<file path="src/sector_timing_defines.svh">
// Timing constants, bit positions and masks of the sector timing sequencer.
// Assumes a 200 MHz system clock; all sequencer counts are in 500 ns master ticks.
`ifndef SECTOR_TIMING_DEFINES_SVH
`define SECTOR_TIMING_DEFINES_SVH

// System clock and master timing clock
`define CLK_PERIOD_PS      5000
`define MASTER_PERIOD_NS   500
`define MASTER_HALF_CYC    ((`MASTER_PERIOD_NS * 1000 / `CLK_PERIOD_PS) / 2)
`define US_TO_TICKS(us)    ((us) * 1000 / `MASTER_PERIOD_NS)

// Divider chain tap bits (bit k has a period of 2^(k+1) ticks)
`define DIV_WIDTH          16
`define TAP_8US_BIT        3
`define TAP_128US_BIT      7
`define TAP_2MS_BIT        11
`define TAP_32MS_BIT       15

// Slow prescaler and long stage
`define SLOW_PERIOD_MS     500
`define SLOW_HALF_TICKS    (`SLOW_PERIOD_MS * 1000000 / `MASTER_PERIOD_NS / 2)
`define LONG_STAGE_BIT     3

// Write path
`define WSEQ_LOW_US        96
`define WSEQ_LOW_TICKS     (16'(`US_TO_TICKS(`WSEQ_LOW_US)))
`define BITCELL_US         4
`define BITCELL_MASK       (16'(`US_TO_TICKS(`BITCELL_US) - 1))
`define WR_PULSE_NS        650
`define WR_PULSE_CYC       (8'((`WR_PULSE_NS * 1000 + `CLK_PERIOD_PS - 1) / `CLK_PERIOD_PS))

// Read sequencer marks after sector start
`define WINDOW_US          96
`define WINDOW_TICKS       (11'(`US_TO_TICKS(`WINDOW_US)))
`define RE_US              480
`define RE_TICKS           (11'(`US_TO_TICKS(`RE_US)))
`define ACQ_US             125
`define ACQ_END_TICKS      (11'(`US_TO_TICKS(`RE_US + `ACQ_US)))
`define DD_US              512
`define DD_TICKS           (11'(`US_TO_TICKS(`DD_US)))
`define HUNT_US            736
`define HUNT_TICKS         (11'(`US_TO_TICKS(`HUNT_US)))
`define DATA_MARKER_A_US            780
`define DATA_MARKER_A_TICKS         (11'(`US_TO_TICKS(`DATA_MARKER_A_US)))
`define BLANK_US           44
`define BLANK_END_TICKS    (11'(`US_TO_TICKS(`DATA_MARKER_A_US + `BLANK_US)))
`define TBR_SLOW_US        32
`define TBR_SLOW_TICKS     (6'(`US_TO_TICKS(`TBR_SLOW_US) - 1))
`define SEQ_MAX            11'h7ff

// Motor auto-off: one strap unit is 3.2 s, counted in 32 ms sectors
`define SECTOR_MS          32
`define MOTOR_UNIT_MS      3200
`define MOTOR_UNIT_SECTORS (11'(`MOTOR_UNIT_MS / `SECTOR_MS))

`endif

</file>
<file path="src/sector_timing_pkg.sv">
// Types shared by the sector timing sequencer.
// Assumes nothing beyond a SystemVerilog compiler.
package sector_timing_pkg;
   typedef enum logic [1:0] {
      SEQ_IDLE = 2'b00,
      SEQ_RUN  = 2'b01,
      SEQ_HOLD = 2'b10
   } seq_state_t;
endpackage

</file>
<file path="src/disk_sector_timing_sequencer.sv">
// Timing generator of a floppy disk controller: divider chain, write cell
// timing, motor auto-off and the per-sector read sequencer.
// Assumes a 200 MHz clk, synchronous reset, drive signals arriving unsynchronised.
//
// Contract
// - Free-running 500 ns square master clock
// - Divider taps of 8 us and 128 us
// - Divider taps of 2 ms and 32 ms
// - Slow prescaler gives 500 ms square wave
// - Long stage after prescaler, about 8 s
// - Write taps low 96 us every 32 ms
// - All-ones write gives pulse every 4 us
// - Sector window high 96 us from start
// - Read gate rises 480 us after start
// - Acquire starts with read gate, 125 us
// - Double density flag at 512 us
// - Sync hunt enable at 736 us
// - Data window 4 us square after read gate
// - Separated bits only inside data window
// - Same sequence for double density sectors
// - Motor off after strapped delay, default 9.6 s
// - Strap-enabled pulse on each sector hole
`timescale 1ns/1ps
`include "sector_timing_defines.svh"

module disk_sector_timing_sequencer #(
   parameter int MASTER_HALF_CYC = `MASTER_HALF_CYC,
   parameter int SLOW_HALF_TICKS = `SLOW_HALF_TICKS
) (
   // Clock and reset
   input  wire logic        clk,
   input  wire logic        reset,
   // Drive side pins
   input  wire logic        sector_hole,
   input  wire logic        raw_read_pulse,
   // Controller logic and straps
   input  wire logic        disk_activity,
   input  wire logic        write_enable,
   input  wire logic        write_data,
   input  wire logic        density_double,
   input  wire logic        sync_found,
   input  wire logic [3:0]  motor_delay_units,
   input  wire logic        sector_irq_strap,
   // Divider chain
   output logic             master_clk,
   output logic             div_tap_8us,
   output logic             div_tap_128us,
   output logic             div_tap_2ms,
   output logic             div_tap_32ms,
   output logic             slow_prescale_500ms,
   output logic             slow_long_stage,
   // Write path
   output logic             write_seq_tap_a,
   output logic             write_seq_tap_b,
   output logic             write_pulse,
   // Read sequencer
   output logic             sector_window,
   output logic             read_gate,
   output logic             phase_acquire,
   output logic             double_density_flag,
   output logic             sync_hunt_en,
   output logic             twice_bitrate_clk,
   output logic             data_window,
   output logic             separated_read_bits,
   output logic             data_marker_a,
   output logic             sync_blank,
   // Motor and sector pulse
   output logic             motor_on,
   output logic             sector_irq
);

   localparam int HALF_I = MASTER_HALF_CYC;

   logic [15:0]             half_cnt_reg;
   logic                    master_clk_reg;
   logic                    tick;
   logic [`DIV_WIDTH-1:0]   div_cnt_reg;
   logic [19:0]             slow_cnt_reg;
   logic                    slow_reg;
   logic [3:0]              long_cnt_reg;
   logic [2:0]              hole_sync_reg;
   logic                    hole_stable_reg;
   logic                    hole_rise;
   logic [2:0]              rd_sync_reg;
   logic                    rd_stable_reg;
   logic                    rd_rise;
   logic [3:0]              strap_sel_reg;
   logic                    strap_irq_reg;
   logic                    strap_done_reg;
   sector_timing_pkg::seq_state_t state_reg;
   logic [10:0]             seq_reg;
   logic [5:0]              phase_reg;
   logic                    tbr_fast_reg;
   logic                    sync_seen_reg;
   logic                    in_run;
   logic [7:0]              wr_cnt_reg;
   logic [10:0]             motor_cnt_reg;
   logic [10:0]             motor_limit;

   // Master clock: half-period counter, tick once per full 500 ns period
   always_ff @(posedge clk) begin
      if (reset) begin
         half_cnt_reg   <= 16'h0000;
         master_clk_reg <= 1'b0;
      end else if (half_cnt_reg == 16'(HALF_I - 1)) begin
         half_cnt_reg   <= 16'h0000;
         master_clk_reg <= ~master_clk_reg;
      end else begin
         half_cnt_reg   <= half_cnt_reg + 16'h0001;
      end
   end
   assign tick = master_clk_reg && (half_cnt_reg == 16'(HALF_I - 1));

   // Ripple chain as one binary counter; each tap is a plain bit
   always_ff @(posedge clk) begin
      if (reset)
         div_cnt_reg <= 16'h0000;
      else if (tick)
         div_cnt_reg <= div_cnt_reg + 16'h0001;
   end

   // Slow prescaler, too long for the main chain, then the long stage
   always_ff @(posedge clk) begin
      if (reset) begin
         slow_cnt_reg <= 20'h00000;
         slow_reg     <= 1'b0;
         long_cnt_reg <= 4'h0;
      end else if (tick) begin
         if (slow_cnt_reg == 20'(SLOW_HALF_TICKS - 1)) begin
            slow_cnt_reg <= 20'h00000;
            slow_reg     <= ~slow_reg;
            if (slow_reg)
               long_cnt_reg <= long_cnt_reg + 4'h1;
         end else begin
            slow_cnt_reg <= slow_cnt_reg + 20'h00001;
         end
      end
   end

   // Drive pins: three flops, a change counts once second and third agree
   always_ff @(posedge clk) begin
      if (reset) begin
         hole_sync_reg   <= 3'h0;
         hole_stable_reg <= 1'b0;
         rd_sync_reg     <= 3'h0;
         rd_stable_reg   <= 1'b0;
      end else begin
         hole_sync_reg <= {hole_sync_reg[1:0], sector_hole};
         rd_sync_reg   <= {rd_sync_reg[1:0], raw_read_pulse};
         if (hole_sync_reg[1] == hole_sync_reg[2])
            hole_stable_reg <= hole_sync_reg[2];
         if (rd_sync_reg[1] == rd_sync_reg[2])
            rd_stable_reg <= rd_sync_reg[2];
      end
   end
   assign hole_rise = hole_sync_reg[1] && hole_sync_reg[2] && !hole_stable_reg;
   assign rd_rise   = rd_sync_reg[1] && rd_sync_reg[2] && !rd_stable_reg;

   // Straps caught once after reset release; later changes are ignored
   always_ff @(posedge clk) begin
      if (reset) begin
         strap_done_reg <= 1'b0;
         strap_sel_reg  <= 4'h3;
         strap_irq_reg  <= 1'b0;
      end else if (!strap_done_reg) begin
         strap_done_reg <= 1'b1;
         strap_sel_reg  <= motor_delay_units;
         strap_irq_reg  <= sector_irq_strap;
      end
   end

   // Divider outputs registered so every port comes from a flop
   always_ff @(posedge clk) begin
      if (reset) begin
         master_clk          <= 1'b0;
         div_tap_8us         <= 1'b0;
         div_tap_128us       <= 1'b0;
         div_tap_2ms         <= 1'b0;
         div_tap_32ms        <= 1'b0;
         slow_prescale_500ms <= 1'b0;
         slow_long_stage     <= 1'b0;
      end else begin
         master_clk          <= master_clk_reg;
         div_tap_8us         <= div_cnt_reg[`TAP_8US_BIT];
         div_tap_128us       <= div_cnt_reg[`TAP_128US_BIT];
         div_tap_2ms         <= div_cnt_reg[`TAP_2MS_BIT];
         div_tap_32ms        <= div_cnt_reg[`TAP_32MS_BIT];
         slow_prescale_500ms <= slow_reg;
         slow_long_stage     <= long_cnt_reg[`LONG_STAGE_BIT];
      end
   end

   // Write cell timing; pulses only while the write taps are high
   always_ff @(posedge clk) begin
      if (reset) begin
         write_seq_tap_a <= 1'b1;
         write_seq_tap_b <= 1'b1;
         wr_cnt_reg      <= 8'h00;
         write_pulse     <= 1'b0;
      end else begin
         write_seq_tap_a <= div_cnt_reg >= `WSEQ_LOW_TICKS;
         write_seq_tap_b <= div_cnt_reg >= `WSEQ_LOW_TICKS;
         if (tick && ((div_cnt_reg & `BITCELL_MASK) == 16'h0000) && write_enable
             && write_data && write_seq_tap_a)
            wr_cnt_reg <= `WR_PULSE_CYC;
         else if (wr_cnt_reg != 8'h00)
            wr_cnt_reg <= wr_cnt_reg - 8'h01;
         write_pulse <= (wr_cnt_reg != 8'h00);
      end
   end

   // Sector sequencer: restarts on every hole, saturates until the next
   always_ff @(posedge clk) begin
      if (reset) begin
         state_reg <= sector_timing_pkg::SEQ_IDLE;
         seq_reg   <= 11'h000;
      end else if (hole_rise) begin
         state_reg <= sector_timing_pkg::SEQ_RUN;
         seq_reg   <= 11'h000;
      end else begin
         unique case (state_reg)
            sector_timing_pkg::SEQ_IDLE: seq_reg <= 11'h000;
            sector_timing_pkg::SEQ_RUN: begin
               if (tick)
                  seq_reg <= seq_reg + 11'h001;
               if (tick && seq_reg == `SEQ_MAX - 11'h001)
                  state_reg <= sector_timing_pkg::SEQ_HOLD;
            end
            sector_timing_pkg::SEQ_HOLD: seq_reg <= `SEQ_MAX;
            default: state_reg <= sector_timing_pkg::SEQ_IDLE;
         endcase
      end
   end
   assign in_run = (state_reg != sector_timing_pkg::SEQ_IDLE) && !hole_rise;

   // Sync seen latch; a find in the clearing cycle wins
   always_ff @(posedge clk) begin
      if (reset)
         sync_seen_reg <= 1'b0;
      else if (sync_hunt_en && sync_found)
         sync_seen_reg <= 1'b1;
      else if (hole_rise)
         sync_seen_reg <= 1'b0;
   end

   // Read sequencer marks, all decoded from the tick count
   always_ff @(posedge clk) begin
      if (reset) begin
         sector_window       <= 1'b0;
         read_gate           <= 1'b0;
         phase_acquire       <= 1'b0;
         double_density_flag <= 1'b0;
         sync_hunt_en        <= 1'b0;
         data_marker_a       <= 1'b0;
         sync_blank          <= 1'b0;
      end else begin
         sector_window <= in_run && seq_reg < `WINDOW_TICKS;
         read_gate     <= in_run && seq_reg >= `RE_TICKS;
         phase_acquire <= in_run && seq_reg >= `RE_TICKS
                          && seq_reg < `ACQ_END_TICKS;
         double_density_flag <= in_run && density_double
                                && seq_reg >= `DD_TICKS;
         sync_hunt_en  <= in_run && seq_reg >= `HUNT_TICKS;
         data_marker_a <= in_run && sync_seen_reg
                          && seq_reg >= `DATA_MARKER_A_TICKS;
         sync_blank    <= in_run && sync_seen_reg && seq_reg >= `DATA_MARKER_A_TICKS
                          && seq_reg < `BLANK_END_TICKS;
      end
   end

   // Bit phase after read gate; the fast flag is kept apart because the
   // six-bit phase wraps and would drop the clock back to the slow rate
   always_ff @(posedge clk) begin
      if (reset || !read_gate) begin
         phase_reg    <= 6'h00;
         tbr_fast_reg <= 1'b0;
      end else if (tick) begin
         phase_reg <= phase_reg + 6'h01;
         if (phase_reg == `TBR_SLOW_TICKS)
            tbr_fast_reg <= 1'b1;
      end
   end

   // Twice-bitrate clock, data window and separated bits
   always_ff @(posedge clk) begin
      if (reset) begin
         twice_bitrate_clk   <= 1'b0;
         data_window         <= 1'b0;
         separated_read_bits <= 1'b0;
      end else begin
         if (!read_gate)
            twice_bitrate_clk <= 1'b0;
         else if (tick && !tbr_fast_reg)
            twice_bitrate_clk <= phase_reg[2:0] == 3'h3 ? 1'b1 :
                                 phase_reg[2:0] == 3'h7 ? 1'b0 : twice_bitrate_clk;
         else if (tick)
            twice_bitrate_clk <= ~phase_reg[0] ? twice_bitrate_clk : ~twice_bitrate_clk;
         data_window <= read_gate && phase_reg[2];
         // Narrow read pulses pass only inside the open window
         separated_read_bits <= rd_rise && read_gate && data_window;
      end
   end

   // Motor auto-off in 32 ms steps; activity restarts the delay
   assign motor_limit = 11'(strap_sel_reg * `MOTOR_UNIT_SECTORS);
   always_ff @(posedge clk) begin
      if (reset) begin
         motor_on      <= 1'b0;
         motor_cnt_reg <= 11'h000;
      end else if (disk_activity) begin
         motor_on      <= 1'b1;
         motor_cnt_reg <= 11'h000;
      end else if (motor_on && tick && div_cnt_reg == 16'hffff) begin
         motor_cnt_reg <= motor_cnt_reg + 11'h001;
         if (motor_cnt_reg + 11'h001 >= motor_limit)
            motor_on <= 1'b0;
      end
   end

   // Sector hole pulse when strapped on
   always_ff @(posedge clk) begin
      if (reset)
         sector_irq <= 1'b0;
      else
         sector_irq <= hole_rise && strap_irq_reg;
   end

   // Checks
   property p_master_half;
      @(posedge clk) disable iff (reset)
      $rose(master_clk_reg) |-> ##HALF_I $fell(master_clk_reg);
   endproperty
   a_master_half: assert property (p_master_half)
      else $error("master clock half period wrong");

   property p_window_end;
      @(posedge clk) disable iff (reset)
      $fell(sector_window) |-> (seq_reg == `WINDOW_TICKS) || $past(hole_rise);
   endproperty
   a_window_end: assert property (p_window_end)
      else $error("sector window ended at wrong time");

   property p_read_gate;
      @(posedge clk) disable iff (reset)
      $rose(read_gate) |-> seq_reg == `RE_TICKS && phase_acquire;
   endproperty
   a_read_gate: assert property (p_read_gate)
      else $error("read gate rose at wrong time");

   property p_acq_end;
      @(posedge clk) disable iff (reset)
      $fell(phase_acquire) && read_gate |-> seq_reg == `ACQ_END_TICKS;
   endproperty
   a_acq_end: assert property (p_acq_end)
      else $error("acquire length wrong");

   property p_dd;
      @(posedge clk) disable iff (reset)
      $rose(double_density_flag) |-> read_gate && seq_reg >= `DD_TICKS;
   endproperty
   a_dd: assert property (p_dd)
      else $error("double density flag early");

   property p_hunt;
      @(posedge clk) disable iff (reset)
      $rose(sync_hunt_en) |-> seq_reg == `HUNT_TICKS;
   endproperty
   a_hunt: assert property (p_hunt)
      else $error("hunt enable at wrong time");

   property p_data_marker_a;
      @(posedge clk) disable iff (reset)
      $rose(data_marker_a) |-> $rose(sync_blank) && seq_reg >= `DATA_MARKER_A_TICKS;
   endproperty
   a_data_marker_a: assert property (p_data_marker_a)
      else $error("marker and blank not together");

   property p_tbr_low;
      @(posedge clk) disable iff (reset)
      !read_gate |=> !twice_bitrate_clk && !data_window;
   endproperty
   a_tbr_low: assert property (p_tbr_low)
      else $error("bit clock runs without read gate");

   property p_wseq;
      @(posedge clk) disable iff (reset)
      !write_seq_tap_a |-> $past(div_cnt_reg) < `WSEQ_LOW_TICKS;
   endproperty
   a_wseq: assert property (p_wseq)
      else $error("write tap low outside window");

endmodule // disk_sector_timing_sequencer

</file>
<file path="config.mk">
export PLATFORM = sky130hd
export DESIGN_NAME = disk_sector_timing_sequencer
export DESIGN_NICKNAME = d
export VERILOG_FILES = /design/src/sector_timing_pkg.sv /design/src/disk_sector_timing_sequencer.sv
export VERILOG_INCLUDE_DIRS = /design/src
export SDC_FILE = /design/constraint.sdc
export NUM_CORES = 1
export LEC_CHECK = 0
export ABC_AREA = 0
export BUFFER_PORTS_ARGS = -buffer_cell sky130_fd_sc_hd__buf_2
export CORE_UTILIZATION = 35
export DETAILED_ROUTE_END_ITERATION = 7
export HOLD_SLACK_MARGIN = 0.06
export PLACE_DENSITY = 0.55
export SLEW_MARGIN = 5
export SYNTH_ARGS = -nofsm -noshare
export SYNTH_HDL_FRONTEND = slang
export SYNTH_SLANG_ARGS = --single-unit
export TNS_END_PERCENT = 1
</file>
<file path="constraint.sdc">
create_clock -name clk -period 6.9 [get_ports clk]
set_input_delay 1.035 -clock clk [delete_from_list [all_inputs] [get_ports clk]]
set_output_delay 1.035 -clock clk [all_outputs]
set_load 0.03 [all_outputs]
</file>
==> results.ini, run 1 <==
[clock_network]
clk_latency_ns=0.43
cts_setup_buffers=0
hold_buffers=0
clk_path_buf_depth=2
cts_tree=done
cts.sinks=133
path_clk_slew_ns=0.06
numCtsBuffers=17
ctsRootBufferMaster=clkbuf_16
cts_resized=0
htreeDepth=4

[synth]
synthArstFlopShare=0
synth_edf_count=0
synth_common_cells=dfxtp_1, nor2_1, nand2_1
synth_area_leaders=dfxtp_1, ha_1, xnor2_1
syn_nets=790
synth_area_per_cell_sq_um=8.74
yosysUniqueCellTypes=58
yosysSeqAreaShare=0.413
synth_top_area_frac=0.413
synth.cell_area_sq_um=6440
synth.most_common_cell=dfxtp_1
synth_ff_type=dfxtp_1
netlist_instances=737
ys_ff_latch=133
yosysTopAreaCell=dfxtp_1
ys_warn_count=0

[setup_path]
startpoint_type=flop
cp_max_fo=10
cp_data_arrival_time_ns=3.03
reg2regPathDepth=6
crit_type=flop to flop
critPathRequiredTime_ns=7.22
worst_setup_path_end_kind=flop

[route]
via_per_inst=5.07
top_layer=met4
dr_wl_met3_um=350
initialDrtViolationCount=203
wl_per_cell_um=13.7
drc=0
ant_nets=0
via_count=5108
dr.pass1.iters=5
dr_wl_met2_um=6200
drt_wl_total_um=13800
wl_met1_um=7100

[sta]
setup_viol=0
finalSetupTns_ns=0
slew_headroom=0.289
fin_crit_ns=2.71
final-hold-violation-count=0
tightest_slew_ns=1.06
fin_worst_skew_ns=0.00713
slew_violations=0
rsz0062_at_grt=false
period_share=0.393
fmax_mhz=369

[cells_and_area]
area_delta_synth_final_pct=16.9
largest_reg_flops=20
fin_nets=819
finish.utilization=0.418
drive_above_1_share=0.108
antenna_cells=0

[die]
coreArea_sq_um=18000
rows=49
ios=36
die_x_um=138
die_y_um=138
start_util=0.357
die_area_sq_um=19000

[global_route]
grt_overflow_total=0
antenna_found_initial=0
grt_pass1_wl_um=22800
grt_max_degree=57
grt_pass1_vias=4614
track_usage=0.156

[placed_design]
gp_congestion=0.779
port-buffer-count=35
dp.final_hpwl_um=9490

[power]
power_density_nw_per_um2=279
peakVddDrop_mv=0.269
p_leak_nw=2.77

[outcome]
status=finished clean

[min_path]
worstHoldPathType=flop to flop
hold_depth=1

[run]
cap_violations=0

==> area by class of cell <==
| type | instances | area (sq um) |
|---|---|---|
| multi-input combinational | 545 | 3540 |
| timing repair buffer | 37 | 190 |
| inverter | 32 | 120 |
| sequential | 133 | 2660 |
| clock buffer | 19 | 453 |
| clock inverter | 12 | 274 |
| tap | 229 | 287 |
| fill | 1847 | 10500 |
==> routing by layer <==
layer / vias to the layer above / track usage
met5: - / 0
met4: 0 / 0.0751
met3: 15 / 0.0324
met2: 52 / 0.240
met1: 2376 / 0.207
li1: 2665 / -
==> power by group <==
part           switching [mW]  leakage (nW)  total (mW)  internal (mW)
Clock                   0.342         0.349        1.11          0.769
Sequential             0.0263          1.08       0.824          0.798
Combinational          0.0928          1.34       0.167         0.0746
==> per-stage QoR <==
step	worst slack, ns	instance area (sq um)	hold slack, ns	std cells	total power, mW
2_1_floorplan	4.63	6440	0.391	737	0.975
3_3_place_gp	3.82	6800	0.407	976	1.01
3_5_place_dp	3.77	6800	0.414	976	1.01
4_1_cts	4.21	7530	0.423	1007	2.13
5_1_grt	3.87	7530	0.451	1007	2.20
6_report	4.19	7530	0.414	1007	2.10
==> path summary, 6_finish.rpt <==
kind                   start             endpoint  slack [ns]
max          half_cnt_reg[0]          seq_reg[10]        4.19
min            rd_stable_reg  separated_read_bits        0.41
max reg2reg  half_cnt_reg[0]          seq_reg[10]        4.19
min reg2reg    rd_stable_reg  separated_read_bits        0.41
==> kinds of logic after synthesis <==
family                     after synthesis  synth area share
adders and majority gates               39            0.0769
AOI/OAI and AO/OA                      112             0.103
and+or+nand+nor                        318             0.264
xor gates and xnor gates                66            0.0897
muxes                                   10            0.0155
DFF                                    133             0.413
buffers and inverters                   59            0.0369
==> critical path, stage by stage, from the launching register on <==
cell and delay, ns:
dfxtp_1 0.40, ha_1 0.21, nor2b_1 0.30, nand3_1 0.43, o21ai_1 0.54, a21oi_1 0.36
a211o_1 0.37
==> layout by cell type (no fill, tap or decap), drive strengths merged, types with 6 or more instances in the layout <==
cell and instances:
nand3 35, nor3 18, o21ai 33, nand2 53, and3 9, nor2b 16, o2bb2ai 6, mux2i 10
and4 10, clkbuf 19, or2 8, or3 28, dfxtp 133, buf 37, inv 31, xor2 22
a21oi 47, bufinv 8, nor2 79, nand4 21, ha 38, xnor2 44, nor4 17
Note: power is estimated with default switching activity, not from simulation.
==> run 2: changes to the inputs <==
--- a/config.mk
+++ b/config.mk
@@ -6,12 +6,12 @@
 export SDC_FILE = /design/constraint.sdc
 export NUM_CORES = 1
 export LEC_CHECK = 0
-export ABC_AREA = 0
+export ABC_AREA = 1
 export BUFFER_PORTS_ARGS = -buffer_cell sky130_fd_sc_hd__buf_2
 export CORE_UTILIZATION = 35
 export DETAILED_ROUTE_END_ITERATION = 7
 export HOLD_SLACK_MARGIN = 0.06
-export PLACE_DENSITY = 0.55
+export PLACE_DENSITY = 0.56
 export SLEW_MARGIN = 5
 export SYNTH_ARGS = -nofsm -noshare
 export SYNTH_HDL_FRONTEND = slang
==> constraint.sdc (replaced) <==
create_clock -name clk -period 2.3 [get_ports clk]
set_input_delay 0.345 -clock clk [delete_from_list [all_inputs] [get_ports clk]]
set_output_delay 0.345 -clock clk [all_outputs]
set_load 0.03 [all_outputs]
==> results.ini, run 2 <==
[outcome]
status=complete, but fails checks
violations=setup timing

[sta]
fmax_mhz=419
fin_worst_skew_ns=0.00672
slew_headroom=0.609
period_share=1.04
slew_violations=0
finalSetupTns_ns=-0.0885
fin_crit_ns=2.39
final-hold-violation-count=0
tightest_slew_ns=0.585
setup_ws_ns=-0.0885
setup_viol=1
rsz0062_at_grt=true

[global_route]
grt_pass1_wl_um=26900
grt_overflow_total=0
track_usage=0.167
grt-busiest-layer=met2
grtUsageMet2=0.265
grt_max_degree=37
antenna_found_initial=0
gr-usage-met1=0.224
gr-usage-met3=0.0392
grt_pass1_vias=5790

[synth]
synth.most_common_cell=nand2_1
synth.cell_area_sq_um=6920
synth_edf_count=0
ys_warn_count=0
synth_area_per_cell_sq_um=7.00
yosysUniqueCellTypes=43
yosysSeqAreaShare=0.385
yosysTopAreaCell=dfxtp_1
synth_top_area_frac=0.385
synthArstFlopShare=0
netlist_instances=988
synth_common_cells=nand2_1, dfxtp_1, nor2_1
ys_ff_latch=133
synth_ff_type=dfxtp_1
syn_nets=1041
synth_area_leaders=dfxtp_1, nand2_1, nor2_1

[cells_and_area]
drive_above_1_share=0.130
nFillCells=2059
final_cell_mix=nand2_1, nor2_1, dfxtp_1
largest_reg_flops=20
fin_nets=1093
antenna_cells=0
area_delta_synth_final_pct=17.7
final_common_cell=nand2_1
multi_input_area_sq_um=3690
regArea_sq_um=2670

[clock_network]
ctsRootBufferMaster=clkbuf_16
path_clk_slew_ns=0.06
cts.sinks=133
hold_buffers=0
numCtsBuffers=17
clk_latency_ns=0.43
cts_tree=done
htreeDepth=4
clk_path_buf_depth=2

[die]
coreArea_sq_um=19400
die_area_sq_um=20300
start_util=0.357
die_x_um=143
die_y_um=143
ios=36
rows=51

[setup_path]
cp_data_arrival_time_ns=2.69
cp_cell_sequence=ha_4 > ha_4 > inv_2 > fa_2 > inv_2 > a21oi_2 > xor2_1 > ha_1 > nand4_1 > nor2_1 > nor2_1 > nand2_1 > nand3_2 > nand2_2 > a21oi_2
max_stage_delay_ns=0.36
critPathSlowestCell=dfxtp_4
worst_setup_path_end_kind=flop
critPathRequiredTime_ns=2.60
crit_type=flop to flop
rrSetupSlack_ns=-0.09
cp_max_fo=3
startpoint_type=flop

[route]
wl_per_cell_um=11.9
initialDrtViolationCount=307
drc=0
via_per_inst=4.70
via_count=6198
drt_wl_total_um=15700
ant_nets=0
dr.pass1.iters=7

[power]
total_power_mw=5.68
power_density_nw_per_um2=698
peakVddDrop_mv=0.484
p_leak_nw=3.23

[placed_design]
gp_congestion=0.825
port-buffer-count=35
dp.final_hpwl_um=11500

[min_path]
worstHoldPathType=input pin to flop

[run]
cap_violations=0

[run 2: path summary, 6_finish.rpt]
kind | startpoint | endpoint | cells after the start
worst max register to register | strap_sel_reg[0] | motor_on | 15
worst max-delay path | strap_sel_reg[0] | motor_on | 15
worst min-delay path | raw_read_pulse | rd_sync_reg[0] | 3
worst min register to register | hole_sync_reg[0] | hole_sync_reg[1] | 2
[run 2: kinds of logic (layout without fill, tap and decap cells)]
group / count (synthesis) / after routing / share of synthesized area
simple gates: 490 / 490 / 0.314
flops: 133 / 133 / 0.385
buf+inv: 156 / 221 / 0.0886
xor+xnor: 21 / 21 / 0.0266
compound gates: 149 / 149 / 0.115
fa+ha+maj: 39 / 39 / 0.0716
[run 2: routing by layer]
metal,share of wire,vias to the layer above
met3,0.032,16
met4,0.010,0
met2,0.44,79
met5,0,-
met1,0.52,2788
li1,-,3315
[run 2: what timing repair did]
action                                  in CTS  in global routing
endpoints found under the setup margin       1                  1
pin swaps                                    9                  4
resized for setup                            4                  6
setup buffers                                0                  0
cloned                                       0                  0
[run 2: stage by stage]
step | cell area (sq um) | cells | util | hold WS [ns] | setup WS, ns
after floorplan | 6950 | 988 | - | 0.388 | 0.0190
after global placement | 7520 | 1286 | 0.388 | 0.395 | -0.0937
after detailed placement | 7520 | 1286 | 0.388 | 0.397 | -0.121
after CTS | 8120 | 1318 | 0.419 | 0.0990 | -0.0795
after global routing | 8140 | 1318 | 0.420 | 0.111 | -0.257
final | 8140 | 1318 | 0.420 | 0.117 | -0.0885
[run 2: critical path: cells and delay by family, from the launching register on]
kind,cells,cell delay (ns)
fa+ha+maj,4,1.05
simple gates,6,0.53
flops,1,0.36
xor+xnor,1,0.16
buf+inv,2,0.09
compound gates,2,0.09
[run 2: area by class of cell]
| cell class | instances | area share |
|---|---|---|
| flip-flops and latches | 133 | 0.328 |
| multi-input cells | 699 | 0.454 |
| clock inverters | 15 | 0.0209 |
| inverters | 128 | 0.0590 |
| repair buffers | 61 | 0.0455 |
| well taps | 265 | 0.0407 |
| clock buffers | 17 | 0.0522 |
[run 2: power breakdown]
group          switching [mW]  total, mW  internal [mW]
Sequential             0.0520       2.43           2.38
Combinational           0.297      0.502          0.205
Clock                    1.12       2.75           1.63
